===== src/rtl/pbs_pkg.sv =====
// Constants, states and pin carriers for the pushbutton power sequencer
package pbs_pkg;

	// Clock and time base
	localparam int unsigned CLK_PERIOD_NS = 10;
	localparam int unsigned TICK_PERIOD_NS = 1000000;
	localparam int unsigned TICK_CYCLES_DEF = TICK_PERIOD_NS / CLK_PERIOD_NS;
	localparam int unsigned TICK_CNT_W = 32;

	// Intervals in milliseconds, counted in ticks of the time base
	localparam int unsigned MS_W = 16;
	localparam logic [MS_W-1:0] DEBOUNCE_MS = 16'h0020;
	localparam logic [MS_W-1:0] BLANK_MS = 16'h0200;
	localparam logic [MS_W-1:0] ALERT_MS = 16'h0400;
	localparam logic [MS_W-1:0] LOCKOUT_MS = 16'h0100;
	localparam logic [MS_W-1:0] MS_MAX = 16'hFFFF;
	localparam logic [MS_W-1:0] EXT_NONE = 16'h0000;

	// Shutdown request glitch filter, least low time
	localparam int unsigned KILL_MIN_NS = 30000;
	localparam int unsigned KILL_FILT_CYCLES_I =
		(KILL_MIN_NS + CLK_PERIOD_NS - 1) / CLK_PERIOD_NS;
	localparam int unsigned KILL_CNT_W = 12;
	localparam logic [KILL_CNT_W-1:0] KILL_FILT_CYCLES =
		KILL_CNT_W'(KILL_FILT_CYCLES_I);
	localparam logic [KILL_CNT_W-1:0] KILL_CNT_ZERO = 12'h000;
	localparam logic [KILL_CNT_W-1:0] KILL_CNT_ONE = 12'h001;

	// Synchroniser idle level: both inputs rest high
	localparam logic [1:0] SYNC_IDLE = 2'h3;

	typedef enum logic [8:0] {
		PBS_OFF_IDLE = 9'h001,
		PBS_ON_DEBOUNCE = 9'h002,
		PBS_BLANK = 9'h004,
		PBS_ON_RELEASE = 9'h008,
		PBS_ON_RUN = 9'h010,
		PBS_OFF_DEBOUNCE = 9'h020,
		PBS_ALERT = 9'h040,
		PBS_LOCKOUT = 9'h080,
		PBS_OFF_RELEASE = 9'h100
	} pbs_state_e;

	// Open-drain pin: out is the level driven, oe high while pulling
	typedef struct packed {
		logic out;
		logic oe;
	} pbs_od_s;

	function automatic logic pbs_is_on(input pbs_state_e s);
		pbs_is_on = (s == PBS_BLANK) || (s == PBS_ON_RELEASE) ||
			(s == PBS_ON_RUN) || (s == PBS_OFF_DEBOUNCE) ||
			(s == PBS_ALERT);
	endfunction

endpackage


===== src/rtl/pbs_sequencer.sv =====
// Pushbutton on/off power sequencer with processor shutdown handshake
//
// Overview of operation
// - Enable off after reset until valid press
// - Turn on after 32ms plus extension low
// - Turn-on extension adds to fixed 32ms
// - Button high during turn-on restarts qualification
// - 512ms blanking ignores request and button
// - Request still low after blanking aborts
// - Debounce button release 32ms after blanking
// - Low shutdown request releases enable immediately
// - Turn off after 32ms plus extension low
// - Turn-off qualification restarts when button rises
// - Qualified turn-off drives alert low
// - Release enable 1024ms after alert
// - Request low during alert releases, cancels timer
// - Debounce button release 32ms after turn-off
// - Ignore button 256ms after request release
// - Enable polarity selectable by parameter
// - Off state waits for button falling edge
// - Act on request low only after 30us
`timescale 1ns/1ps

module pbs_sequencer
	import pbs_pkg::*;
#(
	parameter int unsigned TICK_CYCLES = TICK_CYCLES_DEF,
	parameter logic [MS_W-1:0] TURN_ON_EXTENSION = EXT_NONE,
	parameter logic [MS_W-1:0] TURN_OFF_EXTENSION = EXT_NONE,
	parameter bit ENABLE_ACTIVE_HIGH = 1'b1
) (
	input wire logic sys_clk,
	input wire logic resetn,
	input wire logic buttonIn_n,
	input wire logic shutdownReq_n,
	output pbs_od_s enablePin,
	output pbs_od_s alertPin_n,
	output logic powerOn
);

	// Synchronisers, first stage read only by the second
	logic [1:0] buttonSync;
	logic [1:0] killSync;
	logic buttonPrev;

	always_ff @(posedge sys_clk) begin
		if (!resetn) begin
			buttonSync <= SYNC_IDLE;
			killSync <= SYNC_IDLE;
			buttonPrev <= 1'b1;
		end else begin
			buttonSync <= {buttonSync[0], buttonIn_n};
			killSync <= {killSync[0], shutdownReq_n};
			buttonPrev <= buttonSync[1];
		end
	end

	wire logic buttonHigh = buttonSync[1];
	wire logic buttonFell = buttonPrev && !buttonHigh;

	// Request must stay low 30us; board noise on this line is common
	logic [KILL_CNT_W-1:0] killCount;
	logic killLow;
	wire logic killRaw = !killSync[1];
	wire logic killDone = (killCount == KILL_FILT_CYCLES - KILL_CNT_ONE);

	always_ff @(posedge sys_clk) begin
		if (!resetn) begin
			killCount <= KILL_CNT_ZERO;
			killLow <= 1'b0;
		end else if (!killRaw) begin
			killCount <= KILL_CNT_ZERO;
			killLow <= 1'b0;
		end else if (killDone) begin
			killLow <= 1'b1;
		end else begin
			killCount <= killCount + KILL_CNT_ONE;
		end
	end

	// State machine
	pbs_state_e state;
	pbs_state_e next_state;

	// One time base; restarting the prescaler with the state keeps
	// every interval exact to the cycle rather than a tick short
	logic [TICK_CNT_W-1:0] prescale;
	logic [MS_W-1:0] msCount;
	// Release debounce restarts each time the button dips low, so a
	// button still held after blanking never drops power
	wire logic releaseHold = !buttonHigh &&
		((state == PBS_ON_RELEASE) || (state == PBS_OFF_RELEASE));
	wire logic restart = (next_state != state) || releaseHold;
	wire logic msTick = (prescale == TICK_CNT_W'(TICK_CYCLES - 1));

	always_ff @(posedge sys_clk) begin
		if (!resetn || restart) begin
			prescale <= '0;
			msCount <= '0;
		end else if (msTick) begin
			prescale <= '0;
			if (msCount != MS_MAX) begin
				msCount <= msCount + 16'h0001;
			end
		end else begin
			prescale <= prescale + TICK_CNT_W'(1);
		end
	end

	// Interval length that the current state waits for
	wire logic [MS_W-1:0] onTime =
		MS_W'(DEBOUNCE_MS + TURN_ON_EXTENSION);
	wire logic [MS_W-1:0] offTime =
		MS_W'(DEBOUNCE_MS + TURN_OFF_EXTENSION);
	logic [MS_W-1:0] target;
	always_comb begin
		unique case (state)
			PBS_ON_DEBOUNCE: target = onTime;
			PBS_BLANK: target = BLANK_MS;
			PBS_OFF_DEBOUNCE: target = offTime;
			PBS_ALERT: target = ALERT_MS;
			PBS_LOCKOUT: target = LOCKOUT_MS;
			default: target = DEBOUNCE_MS;
		endcase
	end
	wire logic timeUp = (msCount >= target);

	always_comb begin
		next_state = state;
		unique case (state)
			PBS_OFF_IDLE: begin
				if (buttonFell) begin
					next_state = PBS_ON_DEBOUNCE;
				end
			end
			PBS_ON_DEBOUNCE: begin
				if (buttonHigh) begin
					next_state = PBS_OFF_IDLE;
				end else if (timeUp) begin
					next_state = PBS_BLANK;
				end
			end
			PBS_BLANK: begin
				// Button and request are not looked at until the end
				if (timeUp) begin
					if (killLow) begin
						next_state = PBS_OFF_RELEASE;
					end else begin
						next_state = PBS_ON_RELEASE;
					end
				end
			end
			PBS_ON_RELEASE: begin
				if (killLow) begin
					next_state = PBS_LOCKOUT;
				end else if (!buttonHigh) begin
					next_state = PBS_ON_RELEASE;
				end else if (timeUp) begin
					next_state = PBS_ON_RUN;
				end
			end
			PBS_ON_RUN: begin
				if (killLow) begin
					next_state = PBS_LOCKOUT;
				end else if (!buttonHigh) begin
					next_state = PBS_OFF_DEBOUNCE;
				end
			end
			PBS_OFF_DEBOUNCE: begin
				if (killLow) begin
					next_state = PBS_LOCKOUT;
				end else if (buttonHigh) begin
					next_state = PBS_ON_RUN;
				end else if (timeUp) begin
					next_state = PBS_ALERT;
				end
			end
			PBS_ALERT: begin
				if (killLow) begin
					next_state = PBS_LOCKOUT;
				end else if (timeUp) begin
					next_state = PBS_OFF_RELEASE;
				end
			end
			PBS_LOCKOUT: begin
				if (timeUp) begin
					next_state = PBS_OFF_RELEASE;
				end
			end
			PBS_OFF_RELEASE: begin
				if (timeUp) begin
					next_state = PBS_OFF_IDLE;
				end
			end
			default: next_state = PBS_OFF_IDLE;
		endcase
	end

	always_ff @(posedge sys_clk) begin
		if (!resetn) begin
			state <= PBS_OFF_IDLE;
		end else begin
			state <= next_state;
		end
	end

	// Enable and alert registered so the pins never glitch
	logic enAsserted;
	logic alertAsserted;

	always_ff @(posedge sys_clk) begin
		if (!resetn) begin
			enAsserted <= 1'b0;
			alertAsserted <= 1'b0;
		end else begin
			enAsserted <= pbs_is_on(next_state);
			alertAsserted <= (next_state == PBS_ALERT);
		end
	end

	// Open drain: the high-true variant pulls low while off
	assign enablePin.out = 1'b0;
	assign enablePin.oe = enAsserted ^ ENABLE_ACTIVE_HIGH;
	assign alertPin_n.out = 1'b0;
	assign alertPin_n.oe = alertAsserted;
	assign powerOn = enAsserted;

	// Checker-side run length of a low request, saturating
	logic [KILL_CNT_W-1:0] killRun;
	always_ff @(posedge sys_clk) begin
		if (!resetn || !killRaw) begin
			killRun <= KILL_CNT_ZERO;
		end else if (killRun != '1) begin
			killRun <= killRun + KILL_CNT_ONE;
		end
	end
endmodule


===== config.mk =====
export PLATFORM = sky130hd
export DESIGN_NAME = pbs_sequencer
export DESIGN_NICKNAME = d
export VERILOG_FILES = /design/src/rtl/pbs_pkg.sv /design/src/rtl/pbs_sequencer.sv
export SDC_FILE = /design/constraint.sdc
export NUM_CORES = 1
export LEC_CHECK = 0
export BUFFER_PORTS_ARGS = -buffer_cell sky130_fd_sc_hd__buf_4
export CAP_MARGIN = 20
export CORE_ASPECT_RATIO = 1.75
export CORE_MARGIN = 2
export CORE_UTILIZATION = 56
export DETAILED_ROUTE_END_ITERATION = 8
export PLACE_DENSITY = 0.83
export SYNTH_ARGS = -nofsm -noshare
export SYNTH_HDL_FRONTEND = slang
export SYNTH_SLANG_ARGS = --single-unit

===== constraint.sdc =====
create_clock -name sys_clk -period 6.99 [get_ports sys_clk]
set_clock_uncertainty 0.2 [all_clocks]
set_input_delay 0 -clock sys_clk [delete_from_list [all_inputs] [get_ports sys_clk]]
set_output_delay 0 -clock sys_clk [all_outputs]
set_load 0.01 [all_outputs]

# Word level (Yosys, flattened, before mapping)
# Index checks and enable logic that the tools add are counted.
# Widths: inputs -> output; s select.
[totals]
register_bits = 77
in_bits = 4
output_inout_bits = 5
word_cells = 66
[classes]
n_addsub = 3
n_lt_le_gt_ge = 1
n_eq_ne = 18
n_mux = 18
n_bitwise = 2
reduce_logical = 14
[op_table]
columns = ["op", "count"]
rows = [
  ["$mux 9", 16],
  ["$pmux 9 s9", 1],
  ["$pmux 11 s3", 1],
  ["$add 32x1->32 const B", 1],
  ["$eq 32x17->1 const B", 1],
  ["$eq 9x3->1 const B", 2],
  ["$eq 9x4->1 const B", 2],
  ["$eq 9x5->1 const B", 2],
  ["$eq 9x6->1 const B", 2],
  ["$eq 9x7->1 const B", 2],
  ["$add 16x1->16 const B", 1],
  ["$ge 16x16->1", 1],
  ["$ne 16x16->1 const B", 1],
  ["$add 12x1->12 const B", 1],
  ["$eq 12x12->1 const B", 1],
  ["$eq 9x1->1 const B", 1],
  ["$eq 9x2->1 const B", 1],
  ["$eq 9x8->1 const B", 1],
  ["$eq 9x9->1 const B", 1],
  ["$ne 9x9->1", 1],
  ["$logic_or 1x1->1", 7],
  ["$reduce_or 2->1", 2],
  ["$logic_and 1x1->1", 2],
  ["$logic_not 1->1", 2],
  ["other kinds (2)", 3],
]

# Logic depth before layout (Yosys ltp)
# Gate-level depths: netlist (run 1).
[depth]
ltp_word = 12
depth_mapped = 14
ltp_nobuf = 11

# Worst setup path after synthesis (run 1)
# OpenSTA, ideal clock, no wires.
[synth_timing]
path_type = "flip-flop to flip-flop"
startpoint = "reg state[4]"
endpoint = "reg msCount[10]"
setup_ns = 0.142
arrival_ns = 3.693
t_required_ns = 6.648
slack_ns = 2.956
stages_incl_launch_ff = 14
n_path_buf = 4
synth_period_minus_slack_ns = 4.034
cell_sequence = "dfxtp_1 > buf_6 > or4_1 > buf_2 > or4b_2 > ha_1 > a21oi_1 > o211ai_1 > a21o_1 > nand2_1 > a21boi_0 > dlygate4sd1_1 > clkbuf_1 > nor4_2"
[synth_via]
elab_chain_cells = 10
elab_cells_between_ends = 32
classes_between = "order compare (1); eq/ne (10); mux (17); reduce/logical (4)"
[synth_lines]
columns = ["element", "line", "rtl"]
rows = [
  ["from (decl)", "pbs_sequencer.sv:82", "pbs_state_e state;"],
  ["from (signal assigned)", "pbs_sequencer.sv:203", "state <= next_state;"],
  ["$eq 9x8->1, or another cell as far along", "pbs_sequencer.sv:117, pbs_sequencer.sv:130", ""],
  ["$pmux 11 s3", "pbs_sequencer.sv:117", "unique case (state)"],
  ["$ge 16x16->1", "pbs_sequencer.sv:126", "wire logic timeUp = (msCount >= target);"],
  ["$mux 9 (on tied branches)", "pbs_sequencer.sv:174, pbs_sequencer.sv:158", ""],
  ["$mux 9 (on tied branches)", "pbs_sequencer.sv:172, pbs_sequencer.sv:156", ""],
  ["$mux 9 (on tied branches)", "pbs_sequencer.sv:170, pbs_sequencer.sv:154", ""],
  ["$pmux 9 s9", "pbs_sequencer.sv:130", "unique case (state)"],
  ["$ne 9x9->1", "pbs_sequencer.sv:93", "wire logic restart = (next_state != state) || releaseHold;"],
  ["$logic_or 1x1->1 *", "pbs_sequencer.sv:93", ""],
  ["$logic_or 1x1->1 *", "pbs_sequencer.sv:97", "if (!resetn || restart) begin"],
  ["to (signal assigned)", "pbs_sequencer.sv:103", "msCount <= msCount + 16'h0001;"],
  ["to (decl)", "pbs_sequencer.sv:88", "logic [MS_W-1:0] msCount;"],
]
# Mark *: on every way between the ends. The rest lies on a longest branch, timed or not.
# A chain may end at the register's enable or synchronous reset.

# Worst setup path in the final report (run 1)
[layout_timing]
startpoint = "reg state[5]"
endpoint = "reg msCount[14]"
# Same word-level chain as after synthesis.

==> flow_summary_export.csv, run 1 <==
group,metric,value,unit
sta,final_max_slew_viol_count,0,
finish,final_nets,501,
synthesis,synth-edff-count,0,
finish,final_core_util,62.74,%
worst_setup_path,cp.arrival,4.47,ns
worst_setup_path,timing.critical_path.required,7.03,ns
detailed_routing,wirelength,9769,um
floorplan,core-area,7515,um2
finish,area_growth,9.376,%
global_routing,grt_max_degree,49,
clocking,ctsResizeCount,0,
detailed_routing,drt_iter0_markers,235,
synthesis,synth-seq-cells,77,
placed_design,dp.cells,561,
sta,rsz0062_at_grt,"false",
detailed_routing,viasPerCell,6.302,
synthesis,ys_seq_area_share,35.76,%
clocking,clkSlewWorstSetupHoldPaths,0.06,ns
sta,maxSlewHeadroom,49.48,%
floorplan,ios,9,
clocking,cts_tree,"built",
worst_setup_path,start_kind,"flop",
placed_design,gp_congestion,0.9782,
hold_path,min_path_type,"flop to flop",
synthesis,synth_area,4310,um2
hold_path,min-delay-start,"buttonSync[0]",
detailed_routing,drc,0,
worst_setup_path,r2r_start,"state[5]",
sta,hold_violations,0,
placed_design,hpwl,6740,um
floorplan,die_h,120.1,um
sta,setup-violations-final,0,
sta,worstMarginPinSlew,0.7520,ns
floorplan,initial_core_util,57.36,%
power_and_ir_drop,leakagePower,1.554,nW
synthesis,synth.largest_area_cell,"dfxtp_1",
synthesis,synth.most_common_cell,"dfxtp_1",
clocking,htree_levels,3,
floorplan,dieArea,8443,um2
synthesis,ys_warn_count,0,
sta,fmax,225.7,MHz
detailed_routing,vias,3668,
global_routing,grt_pass1_wl,16540,um
worst_setup_path,crit_end,"msCount[14]",
power_and_ir_drop,finalPower,1.025,mW
sta,period_share,63.39,%
synthesis,netlist_instances,497,
finish,final_cells,582,
worst_setup_path,reg2reg_depth,11,
sta,min_period,4.431,ns
sta,setup_tns,0,ns
clocking,cts_buffers,9,
worst_setup_path,critPathLaunch,"state[5]",
clocking,root_buffer,"clkbuf_16",
finish,fin_area,4715,um2
global_routing,grtUsageTotal,24.47,%
worst_setup_path,crit_fanout,48,
worst_setup_path,r2r_slack,2.56,ns
clocking,post-cts-setup-buffers,0,
flow_run,maxCapViolCount,0,
power_and_ir_drop,power_density,217.4,nW/um2
synthesis,synth.top_cell.area_share,35.76,%
floorplan,die_w,70.32,um
clocking,cts.sinks,77,
synthesis,postSynthAreaPerCell,8.673,um2
floorplan,core.rowCount,42,
detailed_routing,avgRoutedWirePerCell,16.79,um
synthesis,synth_common_cells,"dfxtp_1, nand2_1, nor2_1, nor4_1, xor2_1",
placed_design,port_buffers,6,
clocking,clock_latency,0.34,ns
detailed_routing,ant_nets,0,
global_routing,grt_overflow,0,
power_and_ir_drop,peakVddDrop,0.1918,mV
clocking,cts_max_path_buffers,2,
worst_setup_path,r2r_end,"msCount[14]",
finish,drive_gt1_share,11.13,%
detailed_routing,drt-pass1-iter-count,5,
placed_design,place_area,4319,um2
synthesis,synth.distinct_cells,58,
global_routing,antenna_found_initial,0,
worst_setup_path,critPathKind,"flop to flop",
outcome,status,"finished, final reports clean",
global_routing,grt_pass1_vias,3635,
synthesis,async_flop_share,0,%
synthesis,synth_area_leaders,"dfxtp_1, xor2_1, nor4_2",
finish,diodes,0,
synthesis,yosys_most_used_dff,"dfxtp_1",
worst_setup_path,cp-end-kind,"flop",
[registers in the layout, summed over array words and instances (netlist names)]
name / cells
buttonPrev: 1
killCount: 12
killLow: 1
msCount: 16
alertAsserted: 1
powerOn: 1
prescale: 32
buttonSync: 2
state: 9
killSync: 2
[repair_timing]
item                                    4_1_cts  5_1_grt
hold buffers                                  5        0
endpoints found under the hold margin        15        0
endpoints found under the setup margin        0        0
[placed cells by master (no fill, tap or decap), drive strengths merged, types with 4 or more instances in the layout]
master / instances
and4: 7
inv: 12
buf: 9
xor2: 31
and3: 13
o21ai: 11
ha: 8
a21oi: 11
dlygate4sd3: 5
mux2i: 4
clkbuf: 9
or3: 7
nor4: 54
nor3b: 4
nand2: 42
and2: 8
nand2b: 10
nor2: 40
or4: 4
dfxtp: 77
nor4b: 6
nand4: 21
nor3: 14
xnor2: 25
nor2b: 5
nand3: 26
[metal layers]
| metal | share of wire [%] | global-route usage (%) | up-vias |
|---|---|---|---|
| met4 | 5.3 | 15.63 | 0 |
| met2 | 55 | 45.17 | 106 |
| met5 | 0 | 0 | - |
| met1 | 37 | 24.43 | 1740 |
| li1 | - | - | 1783 |
| met3 | 3.4 | 4.366 | 39 |
[critical path, cell delays in order, from the launching register on]
cell      delay, ns
dfxtp_1        0.41
or4_1          0.72
or4b_2         0.69
ha_1           0.31
a21oi_1        0.17
o211ai_1       0.11
a21oi_1        0.42
o21ai_0        0.21
a211oi_1       0.25
nand4_1        0.13
buf_4          0.32
nor4_1         0.34
[kinds of logic after synthesis]
group | after synthesis | share of synthesized area (%)
simple gates | 266 | 37.74
flops | 77 | 35.76
xor+xnor | 56 | 11.38
buf+inv | 44 | 5.457
compound gates | 41 | 6.328
fa+ha+maj | 8 | 2.322
mux | 4 | 0.9289
other cells | 1 | 0.08700
[worst min path at each step]
stage | endpoint | slack, ns | depth (start not counted)
finish | buttonSync[1] | 0.21 | 1
CTS | buttonSync[1] | 0.21 | 1
global route | buttonSync[1] | 0.23 | 1
detailed placement | killSync[0] | -0.01 | 2
global placement | killSync[0] | -0.02 | 2
floorplan | buttonSync[0] | -0.1 | 1
[area by class of cell]
class / count / area, um2
Tap cell: 88 / 110.1
Multi-Input combinational cell: 377 / 2562
Clock inverter: 7 / 120.1
Inverter: 10 / 37.54
Clock buffer: 9 / 225.2
Sequential cell: 77 / 1541
Fill cell: 640 / 2800
Timing Repair Buffer: 14 / 117.6
[where the power goes]
group | switching (mW) | internal, mW
Sequential | 0.00497 | 0.443
Combinational | 0.0272 | 0.0126
Clock | 0.187 | 0.350
Total | 0.220 | 0.806
[through the flow]
stage	setup slack (ns)	hold WS, ns
6_report	2.559	0.2081
5_1_grt	2.233	0.2312
4_1_cts	2.601	0.2140
3_5_place_dp	2.648	-0.01424
3_3_place_gp	2.770	-0.01534
2_1_floorplan	2.956	-0.09853
Note: power is estimated with default switching activity, not from simulation.
==> run 2: changes to the inputs <==
==> constraint.sdc (replaced) <==
create_clock -name sys_clk -period 4.5 [get_ports sys_clk]
set_clock_uncertainty 0.2 [all_clocks]
set_input_delay 0 -clock sys_clk [delete_from_list [all_inputs] [get_ports sys_clk]]
set_output_delay 0 -clock sys_clk [all_outputs]
set_load 0.01 [all_outputs]
==> run 2 against run 1 <==
Against the previous run: setup slack lost 2.3 ns; die area is the same; critical path depth is the same; non-clock buffer count grew 6; design area shrank 0.13%; sequential share of layout area is essentially flat; utilization shrank 0.083 points; combinational power grew 68%; clock-buffer cell count grew 1; hold slack lost 0.0022 ns; first-iteration DRC count grew 30%; critical endpoint is now prescale[12].
==> flow_summary_export.csv, run 2 (synthesis results as in run 1) <==
group,metric,value,unit
outcome,status,"finished, final reports clean",
sta,worstMarginPinSlew,0.7681,ns
placed_design,pre_cts_slack,0.3199,ns
finish,area_growth,9.231,%
worst_setup_path,r2r_end,"prescale[12]",
worst_setup_path,crit_fanout,48,
finish,layout_common_cells,"dfxtp_1, nand2_1, nor2_1",
detailed_routing,wl_met2,5039,um
detailed_routing,drt_iter0_markers,305,
finish,top_regs,"prescale: 32 flops, msCount: 16 flops, killCount: 12 flops",
finish,final_cells,588,
sta,maxSlewHeadroom,48.40,%
sta,rsz0062_at_grt,"false",
finish,regMostFlops,"prescale",
finish,largest_reg_flops,32,
sta,setup-violations-final,0,
worst_setup_path,cpPeakStageDelay,0.65,ns
placed_design,gp_congestion,0.9333,
sta,fmax,237.6,MHz
floorplan,ios,9,
clocking,cts_tree,"built",
placed_design,dp.cells,567,
worst_setup_path,slowest_stage,"or4b_2",
detailed_routing,viasPerCell,6.296,
sta,final_max_slew_viol_count,0,
finish,multi_input_area,2562,um2
placed_design,hpwl,6606,um
clocking,ctsResizeCount,0,
placed_design,port_buffers,6,
sta,setup_tns,0,ns
clocking,htree_levels,3,
worst_setup_path,cp-end-kind,"flop",
global_routing,grt_pass1_wl,16490,um
placed_design,place_area,4389,um2
detailed_routing,wirelength,9606,um
global_routing,antenna_found_initial,0,
worst_setup_path,critPathLaunch,"state[4]",
clocking,clock_latency,0.34,ns
finish,diodes,0,
detailed_routing,avgRoutedWirePerCell,16.34,um
finish,regArea,1541,um2
power_and_ir_drop,peakVddDrop,0.2977,mV
sta,fin_ws,0.2904,ns
worst_setup_path,timing.critical_path.required,4.54,ns
floorplan,core-area,7515,um2
finish,final_nets,507,
floorplan,initial_core_util,57.36,%
sta,hold_violations,0,
clocking,cts_buffers,9,
floorplan,die_w,70.32,um
detailed_routing,drt-pass1-iter-count,5,
worst_setup_path,cp.arrival,4.25,ns
clocking,cts_max_path_buffers,2,
finish,drive_gt1_share,12.00,%
detailed_routing,drt-met1-wl,3671,um
worst_setup_path,start_kind,"flop",
flow_run,maxCapViolCount,0,
floorplan,core.rowCount,42,
detailed_routing,drc,0,
worst_setup_path,crit_end,"prescale[12]",
worst_setup_path,cp_cell_sequence,"or4_1 -> or4b_2 -> ha_1 -> a21oi_1 -> o211ai_1 -> a21oi_1 -> o21ai_1 -> a211oi_1 -> nand4_1 -> buf_4 -> nor4_1",
global_routing,grt_pass1_vias,3698,
finish,fillerInstances,631,
worst_setup_path,reg2reg_depth,11,
power_and_ir_drop,leakagePower,1.558,nW
detailed_routing,ant_nets,0,
clocking,root_buffer,"clkbuf_16",
global_routing,grtUsageTotal,24.42,%
finish,fin_area,4708,um2
worst_setup_path,r2r_slack,0.29,ns
floorplan,die_h,120.1,um
sta,min_period,4.210,ns
detailed_routing,dr.max_layer_used,"met4",
power_and_ir_drop,power_density,300.9,nW/um2
global_routing,grt_overflow,0,
clocking,clkSlewWorstSetupHoldPaths,0.06,ns
worst_setup_path,critPathKind,"flop to flop",
worst_setup_path,timing.critical_path.mode_cell,"a21oi_1",
finish,final_common_cell,"dfxtp_1",
clocking,cts.sinks,77,
detailed_routing,vias,3702,
detailed_routing,wl_met3,364,um
floorplan,dieArea,8443,um2
sta,period_share,93.55,%
global_routing,grt_max_degree,49,
worst_setup_path,r2r_start,"state[4]",
hold_path,min_path_type,"flop to flop",
-- run 2: cell count changes in the layout (fill, tap and decap cells not counted) --
cell,change
clkinv_2,+2
clkbuf_1,+1
buf_12,+2
bufinv_16,-3
buf_4,+4
inv_6,-2
clkinv_4,+2
-- run 2: worst min path at each step --
stage,to,depth (start not counted),from
2_1_floorplan,buttonSync[0],1,buttonIn_n
5_1_grt,buttonSync[1],1,buttonSync[0]
3_5_place_dp,killSync[0],2,shutdownReq_n
6_report,killSync[1],1,killSync[0]
4_1_cts,killSync[1],1,killSync[0]
3_3_place_gp,killSync[0],2,shutdownReq_n
-- run 2: power by group --
group / leakage, nW / internal [mW] / switching (mW)
registers: 0.622 / 0.688 / 0.00619
clock network: 0.132 / 0.372 / 0.284
logic: 0.804 / 0.0224 / 0.0444
total: 1.56 / 1.08 / 0.335
-- run 2: area by class of cell --
type	instances	area share, %
inverters	10	0.7972
multi-input cells	377	54.42
flip-flops and latches	77	32.74
clock buffers	10	4.863
well taps	88	2.339
repair buffers	20	3.986
clock inverters	6	0.8504
-- run 2: critical path: cells and delay by family (launching register included) --
family	cells	cell delay [ns]
flops	1	0.41
buf+inv	1	0.33
simple gates	4	1.68
fa+ha+maj	1	0.31
compound gates	5	1.17
-- run 2: per-stage QoR --
stage               hold WS (ns)  total power [mW]  util (%)
floorplan               -0.09853            0.7604         -
global placement        -0.01541            0.7704     58.41
detailed placement      -0.01054            0.7718     58.41
CTS                       0.2072             1.431     62.65
global route              0.2257             1.465     62.65
finish                    0.2059             1.417     62.65
-- run 2: per-layer routing --
layer  track usage, %  vias up
met2            42.98      117
met5                0        -
met4            15.99        0
li1                 -     1790
met1            25.66     1751
met3            5.038       44
-- run 2: repair_timing --
action                                  4_1_cts  5_1_grt
hold endpoints to repair                     16        0
hold buffers                                  5        0
buffers inserted                              0        0
endpoints found under the setup margin        0        0
